File: src/hdl/tsihp_pkg.sv
// package for the host-side controller of the time-slot switch microport
// assumes a 25 MHz system clock; the reset and serial clock counts derive from it
package tsihp_pkg;

  localparam int CLK_FREQ_HZ = 25000000;
  localparam int CLK_PERIOD_NS = 1000000000 / CLK_FREQ_HZ;

  // reset pulse on the device pin, least time
  localparam int RESET_LOW_NS = 100;
  localparam int RESET_LOW_CYC = (RESET_LOW_NS + CLK_PERIOD_NS - 1) / CLK_PERIOD_NS;

  // strobe setup and hold around the device strobe, our own margins
  localparam int ADDR_SETUP_CYC = 2;
  localparam int STROBE_HOLD_CYC = 2;
  // bound on the wait for the acknowledge before flagging a timeout
  localparam int ACK_TIMEOUT_CYC = 255;

  // serial master clock for the device: 4.096 MHz wanted, nearest from 25 MHz
  localparam int SCLK_TARGET_HZ = 4096000;
  localparam int SCLK_HALF_CYC = (CLK_FREQ_HZ / (2 * SCLK_TARGET_HZ)) > 0 ?
                                 (CLK_FREQ_HZ / (2 * SCLK_TARGET_HZ)) : 1;

  // widths
  localparam int DATA_W = 16;
  localparam int ADDR_W = 8;

  // register offsets on the avalon slave (byte addresses)
  localparam logic [3:0] REG_CTRL = 4'h0;
  localparam logic [3:0] REG_ADDR = 4'h4;
  localparam logic [3:0] REG_WDATA = 4'h8;
  localparam logic [3:0] REG_RDATA = 4'hc;
  localparam logic [3:0] REG_STATUS = 4'h0;

  // control register fields
  localparam int CTRL_GO_BIT = 0;
  localparam int CTRL_READ_BIT = 1;
  localparam int CTRL_MUX_BIT = 2;
  localparam int CTRL_RWS_BIT = 3;
  localparam int CTRL_ODE_BIT = 4;
  localparam int CTRL_RST_BIT = 5;
  localparam logic [5:0] CTRL_RESET_VAL = 6'h00;

  // status register fields
  localparam int STAT_BUSY_BIT = 0;
  localparam int STAT_DONE_BIT = 1;
  localparam int STAT_TMO_BIT = 2;

  localparam logic [31:0] UNMAPPED_READ = 32'h00000000;

endpackage

File: src/hdl/tsihp_sync2.sv
// two-flop synchroniser for pins that come from the device
// assumes the input is asynchronous to i_clk
`timescale 1ns/1ns
`default_nettype none
module tsihp_sync2
  import tsihp_pkg::*;
#(
  parameter int W = 1
)
(
  // clock and reset
  input wire logic i_clk,
  input wire logic i_rst,
  // data
  input wire logic [W-1:0] i_d,
  output logic [W-1:0] o_q
);

  logic [W-1:0] meta_ff;
  logic [W-1:0] q_ff;

  always_ff @(posedge i_clk)
  begin
    if (i_rst)
    begin
      meta_ff <= '0;
      q_ff <= '0;
    end
    else
    begin
      meta_ff <= i_d;
      q_ff <= meta_ff;
    end
  end

  assign o_q = q_ff;

endmodule
`default_nettype wire

File: src/hdl/tsihp_clkdiv.sv
// divider making the serial master clock for the device
// assumes one system clock; output toggles every SCLK_HALF_CYC cycles
`timescale 1ns/1ns
`default_nettype none
module tsihp_clkdiv
  import tsihp_pkg::*;
(
  // clock and reset
  input wire logic i_clk,
  input wire logic i_rst,
  // divided clock
  output logic o_sclk
);

  logic [7:0] cnt_ff;
  logic sclk_ff;
  logic wrap;

  assign wrap = (cnt_ff == 8'(SCLK_HALF_CYC - 1));

  always_ff @(posedge i_clk)
  begin
    if (i_rst)
    begin
      cnt_ff <= 8'h00;
      sclk_ff <= 1'b0;
    end
    else
    begin
      cnt_ff <= wrap ? 8'h00 : cnt_ff + 8'h01;
      if (wrap)
        sclk_ff <= ~sclk_ff;
    end
  end

  assign o_sclk = sclk_ff;

endmodule
`default_nettype wire

File: src/hdl/tsihp_host.sv
// host controller driving the microport of a 512x512 time-slot switch
// assumes an avalon-mm master on the same clock and the device pins on the far side
//
// Overview of operation
// [RL1] device reset floats streams and port outputs
// [RL2] hold device reset low at least 100ns
// [RL3] form select high multiplexed, low separate
// [RL4] latch strobe only multiplexed, else ground
// [RL5] data strobe high muxed, low non-muxed
// [RL6] read strobe low makes device drive
// [RL7] read/write input sets data direction
// [RL8] write strobe low makes device take data
// [RL9] port answers only under chip select
// [RL10] eight address lines in non-multiplexed form
// [RL11] sixteen data bits, low byte carries address
// [RL12] device pulls acknowledge low when done
// [RL13] device drives acknowledge high, then releases
// [RL14] control output 4.096 Mb/s, 512 bits
// [RL15] drive enable low floats serial outputs
// [RL16] per-channel bit may still float output
// [RL17] frames of 32 eight-bit channels
// [RL18] input and output rates are equal
// [RL19] device detects frame pulse polarity
// [RL20] processor mode gives per-channel access
// [RL21] frame evaluation measures input offset
// [RL22] internal loopback for diagnostics
// [RL23] test reset forces tap logic reset
// [RL24] host supplies 4.096 MHz serial clock; here 25 MHz / 6, about 4.17 MHz
// [RL25] without chip select device ignores port
//
// The register addresses and the Avalon-MM register port were chosen for this implementation.
`timescale 1ns/1ns
`default_nettype none
module tsihp_host
  import tsihp_pkg::*;
(
  // clock and reset
  input wire logic I_CLK,
  input wire logic I_RST,
  // avalon-mm slave
  input wire logic [3:0] I_AVS_ADDRESS,
  input wire logic I_AVS_READ,
  input wire logic I_AVS_WRITE,
  input wire logic [31:0] I_AVS_WRITEDATA,
  input wire logic [3:0] I_AVS_BYTEENABLE,
  output logic [31:0] O_AVS_READDATA,
  output logic O_AVS_WAITREQUEST,
  // device control pins
  output logic O_RESET_N,
  output logic O_TEST_RESET_N,
  output logic O_PORT_FORM_SELECT,
  output logic O_CS_N,
  output logic O_DATA_STROBE,
  output logic O_RW,
  output logic O_ADDRESS_LATCH_STROBE,
  output logic [ADDR_W-1:0] O_ADDR_LINES,
  output logic O_OUTPUT_DRIVE_ENABLE,
  output logic O_SERIAL_CLK,
  // two-way data pins, oe low while we drive
  input wire logic [7:0] I_ADDR_DATA_LOW,
  output logic [7:0] O_ADDR_DATA_LOW,
  output logic O_ADDR_DATA_LOW_OE_N,
  input wire logic [7:0] I_DATA_HIGH_BYTE,
  output logic [7:0] O_DATA_HIGH_BYTE,
  output logic O_DATA_HIGH_BYTE_OE_N,
  // acknowledge from the device
  input wire logic I_TRANSFER_ACK_N
);

  typedef enum logic [6:0] {
    ST_IDLE = 7'b0000001,
    ST_RST = 7'b0000010,
    ST_ALE = 7'b0000100,
    ST_SETUP = 7'b0001000,
    ST_STROBE = 7'b0010000,
    ST_HOLD = 7'b0100000,
    ST_RECOV = 7'b1000000
  } tsihp_state_type;

  tsihp_state_type state_ff, nxt_state;

  // software registers
  logic [5:0] ctrl_ff;
  logic [ADDR_W-1:0] addr_ff;
  logic [DATA_W-1:0] wdata_ff;
  logic [DATA_W-1:0] rdata_ff;
  logic done_ff;
  logic tmo_ff;
  logic [7:0] cnt_ff;
  logic [7:0] nxt_cnt;

  // pin registers
  logic reset_n_ff, trst_n_ff, cs_n_ff, ds_ff, rw_ff, ale_ff, oe_n_ff;
  logic [7:0] adl_ff;
  logic [7:0] dhb_ff;
  logic [31:0] rd_ff;
  logic wait_ff;

  logic ack_n_s;
  logic [15:0] din_s;
  logic sclk;

  // acknowledge and read data are from the device, so synchronise them
  tsihp_sync2 #(.W(1)) u_sync_ack
  (
    .i_clk(I_CLK),
    .i_rst(I_RST),
    .i_d(I_TRANSFER_ACK_N),
    .o_q(ack_n_s)
  );

  tsihp_sync2 #(.W(16)) u_sync_data
  (
    .i_clk(I_CLK),
    .i_rst(I_RST),
    .i_d({I_DATA_HIGH_BYTE, I_ADDR_DATA_LOW}),
    .o_q(din_s)
  );

  tsihp_clkdiv u_clkdiv
  (
    .i_clk(I_CLK),
    .i_rst(I_RST),
    .o_sclk(sclk)
  );

  // bus decode
  wire busy = (state_ff != ST_IDLE);
  wire muxed = ctrl_ff[CTRL_MUX_BIT];
  wire rws = ctrl_ff[CTRL_RWS_BIT] & muxed;
  wire is_read = ctrl_ff[CTRL_READ_BIT];
  wire wr_ctrl = I_AVS_WRITE & ~wait_ff & (I_AVS_ADDRESS == REG_CTRL) & I_AVS_BYTEENABLE[0];
  wire [5:0] nxt_ctrl = wr_ctrl ? {I_AVS_WRITEDATA[5:2], I_AVS_WRITEDATA[CTRL_READ_BIT], 1'b0} : ctrl_ff;
  // pins follow the form being written, so the first cycle after go is already in the new form
  wire new_mux = nxt_ctrl[CTRL_MUX_BIT];
  wire new_rws = nxt_ctrl[CTRL_RWS_BIT] & new_mux;
  wire new_rd = nxt_ctrl[CTRL_READ_BIT];
  wire wr_addr = I_AVS_WRITE & ~wait_ff & (I_AVS_ADDRESS == REG_ADDR) & I_AVS_BYTEENABLE[0];
  wire wr_wd_lo = I_AVS_WRITE & ~wait_ff & (I_AVS_ADDRESS == REG_WDATA) & I_AVS_BYTEENABLE[0];
  wire wr_wd_hi = I_AVS_WRITE & ~wait_ff & (I_AVS_ADDRESS == REG_WDATA) & I_AVS_BYTEENABLE[1];
  wire go = wr_ctrl & I_AVS_WRITEDATA[CTRL_GO_BIT] & ~busy;
  wire ack_seen = ~ack_n_s; // [RL12]
  wire tmo_hit = (cnt_ff == 8'(ACK_TIMEOUT_CYC));

  // one-cycle waitrequest: request seen with wait high, answered next edge
  always_ff @(posedge I_CLK)
  begin
    if (I_RST)
      wait_ff <= 1'b1;
    else
      wait_ff <= ~(wait_ff & (I_AVS_READ | I_AVS_WRITE));
  end

  wire [31:0] rd_mux =
    (I_AVS_ADDRESS == REG_CTRL) ? {25'h0, busy, tmo_ff, done_ff, ctrl_ff[5:2]} :
    (I_AVS_ADDRESS == REG_ADDR) ? {24'h0, addr_ff} :
    (I_AVS_ADDRESS == REG_WDATA) ? {16'h0, wdata_ff} :
    (I_AVS_ADDRESS == REG_RDATA) ? {16'h0, rdata_ff} : UNMAPPED_READ;

  always_ff @(posedge I_CLK)
  begin
    if (I_RST)
      rd_ff <= 32'h00000000;
    else if (I_AVS_READ & wait_ff)
      rd_ff <= rd_mux;
  end

  always_ff @(posedge I_CLK)
  begin
    if (I_RST)
    begin
      ctrl_ff <= CTRL_RESET_VAL;
      addr_ff <= 8'h00;
      wdata_ff <= 16'h0000;
    end
    else
    begin
      ctrl_ff <= nxt_ctrl;
      if (wr_addr)
        addr_ff <= I_AVS_WRITEDATA[7:0];
      if (wr_wd_lo)
        wdata_ff[7:0] <= I_AVS_WRITEDATA[7:0];
      if (wr_wd_hi)
        wdata_ff[15:8] <= I_AVS_WRITEDATA[15:8];
    end
  end

  // cycle sequencer
  always_comb
  begin
    nxt_state = state_ff;
    nxt_cnt = cnt_ff + 8'h01;
    case (state_ff)
      ST_IDLE:
      begin
        nxt_cnt = 8'h00;
        if (go & nxt_ctrl[CTRL_RST_BIT])
          nxt_state = ST_RST;
        else if (go)
          nxt_state = new_mux ? ST_ALE : ST_SETUP;
      end
      ST_RST:
        if (cnt_ff == 8'(RESET_LOW_CYC - 1)) // [RL2]
          nxt_state = ST_IDLE;
      ST_ALE:
        if (cnt_ff == 8'(ADDR_SETUP_CYC - 1))
        begin
          nxt_state = ST_SETUP;
          nxt_cnt = 8'h00;
        end
      ST_SETUP:
        if (cnt_ff == 8'(ADDR_SETUP_CYC - 1))
        begin
          nxt_state = ST_STROBE;
          nxt_cnt = 8'h00;
        end
      ST_STROBE:
        if (ack_seen | tmo_hit)
        begin
          nxt_state = ST_HOLD;
          nxt_cnt = 8'h00;
        end
      ST_HOLD:
        nxt_state = ST_RECOV;
      ST_RECOV:
        if (ack_n_s | (cnt_ff == 8'(STROBE_HOLD_CYC))) // [RL13]
          nxt_state = ST_IDLE;
      default:
        nxt_state = ST_IDLE;
    endcase
  end

  always_ff @(posedge I_CLK)
  begin
    if (I_RST)
    begin
      state_ff <= ST_IDLE;
      cnt_ff <= 8'h00;
    end
    else
    begin
      state_ff <= nxt_state;
      cnt_ff <= nxt_cnt;
    end
  end

  // done and timeout flags: set wins over a clearing control write
  always_ff @(posedge I_CLK)
  begin
    if (I_RST)
    begin
      done_ff <= 1'b0;
      tmo_ff <= 1'b0;
      rdata_ff <= 16'h0000;
    end
    else
    begin
      if (state_ff == ST_STROBE && (ack_seen | tmo_hit))
        done_ff <= 1'b1;
      else if (go)
        done_ff <= 1'b0;
      if (state_ff == ST_STROBE && tmo_hit && !ack_seen)
        tmo_ff <= 1'b1;
      else if (go)
        tmo_ff <= 1'b0;
      if (state_ff == ST_STROBE && ack_seen && is_read)
        rdata_ff <= din_s; // [RL11] [RL7]
    end
  end

  // pin drive
  wire in_cyc = (state_ff == ST_SETUP) | (state_ff == ST_STROBE) | (state_ff == ST_HOLD);
  wire strobe_on = (state_ff == ST_STROBE);
  wire drive_data = in_cyc & ~is_read & ~(state_ff == ST_ALE);
  // strobe polarity per form: active high muxed, active low separate and in the strobe-pair form
  wire nxt_ds = new_rws ? ~(strobe_on & new_rd) : (new_mux ? strobe_on : ~strobe_on); // [RL5] [RL6]
  // read/write line: write strobe for the strobe-pair form, level for the other
  wire nxt_rw = new_rws ? ~(strobe_on & ~new_rd) : new_rd; // [RL7] [RL8]

  always_ff @(posedge I_CLK)
  begin
    if (I_RST)
    begin
      reset_n_ff <= 1'b0;
      trst_n_ff <= 1'b0;
      cs_n_ff <= 1'b1;
      ds_ff <= 1'b1;
      rw_ff <= 1'b1;
      ale_ff <= 1'b0;
      adl_ff <= 8'h00;
      dhb_ff <= 8'h00;
      oe_n_ff <= 1'b1;
    end
    else
    begin
      reset_n_ff <= (nxt_state != ST_RST); // [RL1]
      // test port is pulsed with every device reset so it never leaves normal mode
      trst_n_ff <= (nxt_state != ST_RST); // [RL23]
      cs_n_ff <= ~((nxt_state == ST_ALE) | (nxt_state == ST_SETUP) | (nxt_state == ST_STROBE)
                   | (nxt_state == ST_HOLD)); // [RL9] [RL25]
      ds_ff <= nxt_ds;
      rw_ff <= nxt_rw;
      ale_ff <= (nxt_state == ST_ALE); // [RL4]
      adl_ff <= (nxt_state == ST_ALE) ? addr_ff : wdata_ff[7:0]; // [RL11]
      dhb_ff <= wdata_ff[15:8];
      oe_n_ff <= ~((nxt_state == ST_ALE) | drive_data);
    end
  end

  assign O_RESET_N = reset_n_ff;
  assign O_TEST_RESET_N = trst_n_ff; // [RL23]
  assign O_PORT_FORM_SELECT = ctrl_ff[CTRL_MUX_BIT]; // [RL3]
  assign O_CS_N = cs_n_ff;
  assign O_DATA_STROBE = ds_ff;
  assign O_RW = rw_ff;
  assign O_ADDRESS_LATCH_STROBE = ale_ff;
  assign O_ADDR_LINES = addr_ff; // [RL10]
  assign O_OUTPUT_DRIVE_ENABLE = ctrl_ff[CTRL_ODE_BIT]; // [RL15]
  assign O_SERIAL_CLK = sclk; // [RL24]
  assign O_ADDR_DATA_LOW = adl_ff;
  assign O_ADDR_DATA_LOW_OE_N = oe_n_ff;
  assign O_DATA_HIGH_BYTE = dhb_ff;
  assign O_DATA_HIGH_BYTE_OE_N = oe_n_ff;
  assign O_AVS_READDATA = rd_ff;
  assign O_AVS_WAITREQUEST = wait_ff;
endmodule
`default_nettype wire

File: config.mk
export PLATFORM = sky130hd
export DESIGN_NAME = tsihp_host
export DESIGN_NICKNAME = d
export VERILOG_FILES = /design/src/hdl/tsihp_pkg.sv /design/src/hdl/tsihp_sync2.sv /design/src/hdl/tsihp_clkdiv.sv /design/src/hdl/tsihp_host.sv
export SDC_FILE = /design/constraint.sdc
export NUM_CORES = 1
export LEC_CHECK = 0
export ABC_AREA = 0
export ABC_CLOCK_PERIOD_IN_PS = 2200
export CORE_MARGIN = 5
export CORE_UTILIZATION = 43
export CTS_BUF_LIST = sky130_fd_sc_hd__clkbuf_16
export DETAILED_ROUTE_END_ITERATION = 10
export DONT_BUFFER_PORTS = 1
export GPL_ROUTABILITY_DRIVEN = 0
export SLEW_MARGIN = 10
export SYNTH_ARGS = -nofsm -noshare
export SYNTH_HDL_FRONTEND = slang
export SYNTH_SLANG_ARGS = --single-unit
File: constraint.sdc
create_clock -name I_CLK -period 2.2 [get_ports I_CLK]
set_clock_uncertainty 0.15 [all_clocks]
set_input_delay 0.22 -clock I_CLK [delete_from_list [all_inputs] [get_ports I_CLK]]
set_output_delay 0.22 -clock I_CLK [all_outputs]
set_load 0.1 [all_outputs]
Word-level counts from Yosys, hierarchy flattened
Index checks and enable logic that the tools add are counted.
Word-level totals
  register bits: 160
  latch bits: 0
  memory bits (writable): 0
  memory bits (read-only): 0
  input bits: 61
  output and inout bits: 68
  word-level logic and storage cells: 122
  memories kept: 0
Cells by class
  add/subtract/negate cells: 2
  multipliers: 0
  div/mod/pow operators: 0
  order comparisons: 0
  equality and inequality tests: 20
  shift operators: 0
  multiplexer cells: 24
  bitwise gates (word level): 40
  reduce and logical (&&, ||, !) cells: 10
Operators by type and width (count)
  $mux 16: 4
  $mux 7: 7
  $pmux 7 s7: 1
  $mux 8: 3
  $pmux 8 s3: 1
  $and 1x1->1: 18
  $add 8x1->8 const B: 2
  $eq 8x2->1 const B: 2
  $eq 7x3->1 const B: 2
  $eq 7x4->1 const B: 2
  $eq 7x5->1 const B: 2
  $eq 7x6->1 const B: 2
  $not 1->1: 13
  $or 1x1->1: 9
  $eq 4x4->1 const B: 2
  $eq 8x1->1 const B: 1
  $eq 8x8->1 const B: 1
  $eq 7x1->1 const B: 1
  $eq 7x2->1 const B: 1
  $eq 7x7->1 const B: 1
  $ne 7x1->1 const B: 1
  $ne 7x2->1 const B: 1
  $mux 1: 6
  $mux 6: 1
  6 further kinds: 12

Longest topological paths before layout
  word-level depth: 14
  depth in mapped cells: 9

Cells and area by module
From an unflattened synthesis, not the netlist that was laid out.
Unflattened totals
  cell total of the unflattened synthesis: 613
  area total of the unflattened synthesis: 5768.0 µm²
By module, submodules not included
  tsihp_host: times used 1, cells each 500, area an instance 4468.0 µm²
  tsihp_sync2 at u_sync_data: times used 1, cells each 67, area an instance 863.3 µm²
  tsihp_clkdiv: times used 1, cells each 42, area an instance 384.1 µm²
  tsihp_sync2 at u_sync_ack: times used 1, cells each 4, area an instance 52.6 µm²

Least setup slack after synthesis
No wires, ideal clock.
  path kind: reg2reg
  start: register wait_ff (netlist: O_AVS_WAITREQUEST)
  end: register ds_ff (netlist: O_DATA_STROBE)
  library setup time: 0.127 ns
  arrival: 2.261 ns
  required time: 1.923 ns
  slack: -0.338 ns
  cell stages (with the launch flop): 7
  path through: dfxtp_1 -> and3b_1 -> and2_1 -> buf_4 -> mux2i_1 -> o211a_1 -> or3_1
Between the ends
  longest elaborated chain between the ends: 8
Ends and longest elaborated chain
  start: declaration: RTL line tsihp_host.sv:97  | logic wait_ff;
  start signal: assignment: RTL line tsihp_host.sv:151  | wait_ff <= ~(wait_ff & (I_AVS_READ | I_AVS_WRITE));
  $not 1->1 (*): RTL line tsihp_host.sv:132  | wire wr_ctrl = I_AVS_WRITE & ~wait_ff & (I_AVS_ADDRESS == REG_CTRL) & I_AVS_BYTEENABLE[0];
  $and 1x1->1 (*) (3 in a row): RTL line tsihp_host.sv:132
  $mux 6 (*): RTL line tsihp_host.sv:133  | wire [5:0] nxt_ctrl = wr_ctrl ? {I_AVS_WRITEDATA[5:2], I_AVS_WRITEDATA[CTRL_READ_BIT], 1'b0} : ctrl_ff;
  $and 1x1->1: RTL line tsihp_host.sv:276  | wire nxt_ds = new_rws ? ~(strobe_on & new_rd) : (new_mux ? strobe_on : ~strobe_on);
  $not 1->1: RTL line tsihp_host.sv:276
  $mux 1 (*): RTL line tsihp_host.sv:276
  end signal: assignment: RTL line tsihp_host.sv:301  | ds_ff <= nxt_ds;
  end: declaration: RTL line tsihp_host.sv:93  | logic reset_n_ff, trst_n_ff, cs_n_ff, ds_ff, rw_ff, ale_ff, oe_n_ff;
Every way passes the cells marked *; elsewhere a longest branch is shown, timed or not.
A chain may end at the register's enable or synchronous reset.

Worst setup path after layout
  start: register state_ff[3]
  end: register adl_ff[7] (netlist: O_ADDR_DATA_LOW[7])
Between the ends
  longest elaborated chain between the ends: 8
Ends and longest elaborated chain
  start: declaration: RTL line tsihp_host.sv:80  | tsihp_state_type state_ff, nxt_state;
  start signal: assignment: RTL line tsihp_host.sv:242  | state_ff <= nxt_state;
  $ne 7x1->1: RTL line tsihp_host.sv:128  | wire busy = (state_ff != ST_IDLE);
  $not 1->1: RTL line tsihp_host.sv:141  | wire go = wr_ctrl & I_AVS_WRITEDATA[CTRL_GO_BIT] & ~busy;
  $and 1x1->1: RTL line tsihp_host.sv:141
  $mux 7 or $and 1x1->1 (tied branches): RTL line tsihp_host.sv:199, tsihp_host.sv:197
  $mux 7: RTL line tsihp_host.sv:197  | if (go & nxt_ctrl[CTRL_RST_BIT])
  $pmux 7 s7 (*): RTL line tsihp_host.sv:193  | case (state_ff)
  $eq 7x3->1 (*): RTL line tsihp_host.sv:304  | adl_ff <= (nxt_state == ST_ALE) ? addr_ff : wdata_ff[7:0];
  $mux 8 (*): RTL line tsihp_host.sv:304
  end signal: assignment: RTL line tsihp_host.sv:304
  end: declaration: RTL line tsihp_host.sv:94  | logic [7:0] adl_ff;
Marks and branches as above.

==> impl_metrics.sql <==
INSERT INTO impl_metrics (metric_group, metric, value, unit) VALUES
('status', 'run_status', 'complete, no violations', ''),
('placed_design', 'placed_cells_incl_taps', '816', ''),
('critical_path', 'crit_path_max_fanout', '7', ''),
('timing', 'grt_setup_unrepaired', 'true', ''),
('clocking', 'htreeDepth', '4', ''),
('global_routing', 'globalRouteTotalUtil', '18.06', '%'),
('drt', 'wl_per_cell', '15.46', 'um'),
('yosys', 'syn-cell-area', '5650', 'sq um'),
('clocking', 'clk_root_buffer_cell', 'clkbuf_16', ''),
('drt', 'post-route-drc-count', '0', ''),
('global_routing', 'globalRouteOverflowTotal', '0', ''),
('global_routing', 'first_global_vias', '4515', ''),
('yosys', 'ys_types', '51', ''),
('die', 'rows', '41', ''),
('power_and_ir_drop', 'net_switching_power_figure', '1414', 'uW'),
('placed_design', 'numPortBuffers', '0', ''),
('min_path', 'hold_path_depth', '3', ''),
('yosys', 'count_of_flip_flops_with_a_built_in_enable_after_synthesis', '0', ''),
('yosys', 'postSynth.asyncResetShare', '0', '%'),
('timing', 'timing.setup.tns', '0', 'ps'),
('critical_path', 'timing.critical_path.to_type', 'flop', ''),
('critical_path', 'worst_r2r_path_depth', '7', ''),
('timing', 'final_period_minus_worst_setup_slack', '2144', 'ps'),
('timing', 'max-slew-margin-rel', '60.56', '%'),
('placed_design', 'place_hpwl', '9.324', 'mm'),
('timing', 'worst-slew-pin-transition', '590.2', 'ps'),
('yosys', 'synth_ff_type', 'dfxtp_1', ''),
('timing', 'fin_ws', '56.05', 'ps'),
('layout', 'share_of_cells_above_drive_strength_1', '17.27', '%'),
('critical_path', 'crit_start_category', 'flop', ''),
('clocking', 'clock_path_buffers', '2', ''),
('layout', 'syn_to_final_growth', '29.38', '%'),
('critical_path', 'crit_type', 'reg2reg', ''),
('power_and_ir_drop', 'powerDensity', '799.0', 'nW/um^2'),
('timing', 'setup-violations-final', '0', ''),
('global_routing', 'largest_net_degree_at_the_start_of_global_routing', '96', ''),
('power_and_ir_drop', 'p_seq_share', '46.1', '%'),
('power_and_ir_drop', 'static-leakage-power', '0.003044', 'uW'),
('power_and_ir_drop', 'max-vdd-ir-drop', '0.4972', 'mV'),
('drt', 'detail-route-antenna-nets', '0', ''),
('timing', 'final_max_slew_violation_count', '0', ''),
('die', 'initial_core_util', '44.24', '%'),
('power_and_ir_drop', 'combinational_group_share_of_total_power', '8.9', '%'),
('min_path', 'worstHoldStart', 'I_AVS_ADDRESS[2]', ''),
('timing', 'fin_crit_sh', '97.45', '%'),
('power_and_ir_drop', 'internal_power', '4427', 'uW'),
('drt', 'drt_pass1_iterations', '5', ''),
('timing', 'fmax', '466.4', 'MHz'),
('die', 'coreArea', '12770', 'sq um'),
('die', 'fp.dieH', '124.6', 'um'),
('yosys', 'yosys_warnings', '0', ''),
('drt', 'routed_wirelength', '13.85', 'mm'),
('drt', 'iteration_0_drc_markers', '326', ''),
('layout', 'num_antenna_cells', '0', ''),
('clocking', 'clk-insertion-delay-late', '410', 'ps'),
('min_path', 'worstHoldEndpoint', 'O_AVS_READDATA[6]', ''),
('critical_path', 'timing.critical_path.arrival', '2330', 'ps'),
('clocking', 'tritoncts', 'done', ''),
('critical_path', 'worst-endpoint-required', '2390', 'ps'),
('timing', 'final_hold_viol_count', '0', ''),
('die', 'die_width', '124.6', 'um'),
('min_path', 'hold_path.class', 'in2reg', ''),
('yosys', 'synth.ff_latch_count', '144', ''),
('critical_path', 'reg2reg_to', 'O_ADDR_DATA_LOW[7]', ''),
('layout', 'nNetsFinal', '778', ''),
('drt', 'num_vias', '4588', ''),
('yosys', 'syn_inst', '605', ''),
('flow_run', 'number_of_max_capacitance_violations_reported', '0', ''),
('clocking', 'clk_pin_slew', '60', 'ps'),
('drt', 'vias_per_cell', '5.121', ''),
('global_routing', 'grt_pass1_wl', '22.78', 'mm');
[stage by stage]
step,power (uW),area (sq um),hold WS [ps],util [%]
3_5_place_dp,3159,6215,156.0,48.65
2_1_floorplan,3152,5710,175.1,-
4_1_cts,5877,7241,12.97,56.69
6_report,5841,7311,23.04,57.23
3_3_place_gp,3154,6215,159.1,48.65
5_1_grt,6058,7311,25.84,57.23
[what timing repair did]
| action | 4_1_cts | 5_1_grt |
|---|---|---|
| gates cloned | 0 | 0 |
| hold buffers | 46 | 0 |
| setup buffers | 0 | 3 |
| pin swaps | 0 | 4 |
| endpoints found under the hold margin | 121 | 0 |
| setup endpoints to repair | 4 | 8 |
| gates resized for setup | 2 | 10 |
[worst max path at each step]
stage                start            endpoint  slack, ps  cells after the start
2_1_floorplan  state_ff[2]   O_AVS_READDATA[6]         10                      6
4_1_cts        state_ff[3]   O_AVS_READDATA[6]         20                      5
3_3_place_gp   state_ff[3]   O_AVS_READDATA[6]         50                      5
6_report       state_ff[3]  O_ADDR_DATA_LOW[7]         60                      7
5_1_grt        state_ff[3]         state_ff[4]        -40                      7
3_5_place_dp   state_ff[3]  O_ADDR_DATA_LOW[7]          7                      7
[worst max-delay path, cell delays in order, from the launching register on]
cell and delay [ps]:
dfxtp_1 310, or4_4 530, buf_6 150, nor3_4 260
a31oi_4 140, nor2_4 170, buf_8 160, mux2i_2 200
[synthesized netlist by cell type (all sizes together), types with 8 or more instances]
master / n / share of area (%)
a21oi: 29 / 2.6
buf: 25 / 3.2
clkbuf: 26 / 1.7
dfxtp: 144 / 51
inv: 9 / 0.60
mux2: 8 / 1.6
mux2i: 44 / 7.8
nand2: 62 / 4.1
nand3: 15 / 1.3
nor2: 86 / 5.8
nor2b: 45 / 5.0
nor3: 15 / 1.4
o21ai: 8 / 0.71
xor2: 10 / 1.5
[cell type report]
type | count | area share [%]
Clock buffer | 17 | 5.819
Tap cell | 172 | 2.944
Multi-Input combinational cell | 416 | 35.05
Sequential cell | 144 | 39.52
Clock inverter | 14 | 1.506
Inverter | 9 | 0.4621
Timing Repair Buffer | 124 | 14.70
[sequential cells by signal (all words and copies together), names as in the netlist, 5 cells and up]
| register | flops |
|---|---|
| O_AVS_READDATA | 16 |
| O_ADDR_DATA_LOW | 8 |
| ctrl_ff | 5 |
| rdata_ff | 16 |
| u_sync_data.o_q | 16 |
| O_ADDR_LINES | 8 |
| cnt_ff | 8 |
| state_ff | 7 |
| u_sync_data.meta_ff | 16 |
| O_DATA_HIGH_BYTE | 8 |
| wdata_ff | 16 |
| u_clkdiv.cnt_ff | 8 |
[power by group through the flow]
stage / Clock [uW] / Combinational (uW) / Sequential [uW]
after global routing: 2810 / 552 / 2700
after global placement: 0 / 408 / 2750
after floorplan: 0 / 292 / 2860
after CTS: 2660 / 520 / 2690
final: 2620 / 523 / 2690
after detailed placement: 0 / 409 / 2750
[routing by layer]
layer / vias up / part of all wire [%] / wire length, um / track usage (%)
li1: 2231 / - / - / -
met1: 2164 / 45 / 6219 / 23.18
met2: 166 / 46 / 6357 / 28.47
met3: 27 / 7.0 / 973 / 5.489
met4: 0 / 2.2 / 304 / 7.092
met5: - / 0 / 0 / 0
[cell families (layout without fill, tap and decap cells)]
kind of cell               count (synthesis)  after routing  share of synthesized area, %
xor gates and xnor gates                  15             15                         2.325
adders and majority gates                  5              5                         1.107
buffers and inverters                     60            164                         5.491
and+or+nand+nor                          255            255                         21.92
other                                      1             16                       0.06637
muxes                                     53             53                         9.787
DFF                                      144            144                         51.02
AOI/OAI and AO/OA                         72             72                         8.282
[cell usage in the layout, fill, tap and decap left out, drive strengths merged, types with 4 or more instances in the layout]
cell type | Yosys | layout
and3 | 6 | 6
a22o | 7 | 7
nor2b | 45 | 45
xor2 | 10 | 10
o21ai | 8 | 8
dfxtp | 144 | 144
nor3 | 15 | 15
mux2i | 44 | 44
nand4 | 4 | 4
buf | 25 | 79
conb | 1 | 16
nor4 | 5 | 5
ha | 5 | 5
clkinv | 0 | 8
a22oi | 4 | 4
a221oi | 6 | 6
inv | 9 | 13
or3 | 4 | 4
nand3 | 15 | 15
dlygate4sd3 | 0 | 45
mux2 | 8 | 8
a21oi | 29 | 29
nand2 | 62 | 62
clkbuf | 26 | 17
nor2 | 86 | 86
a31oi | 4 | 4
xnor2 | 5 | 5
Power figures use the tool's default switching activity.
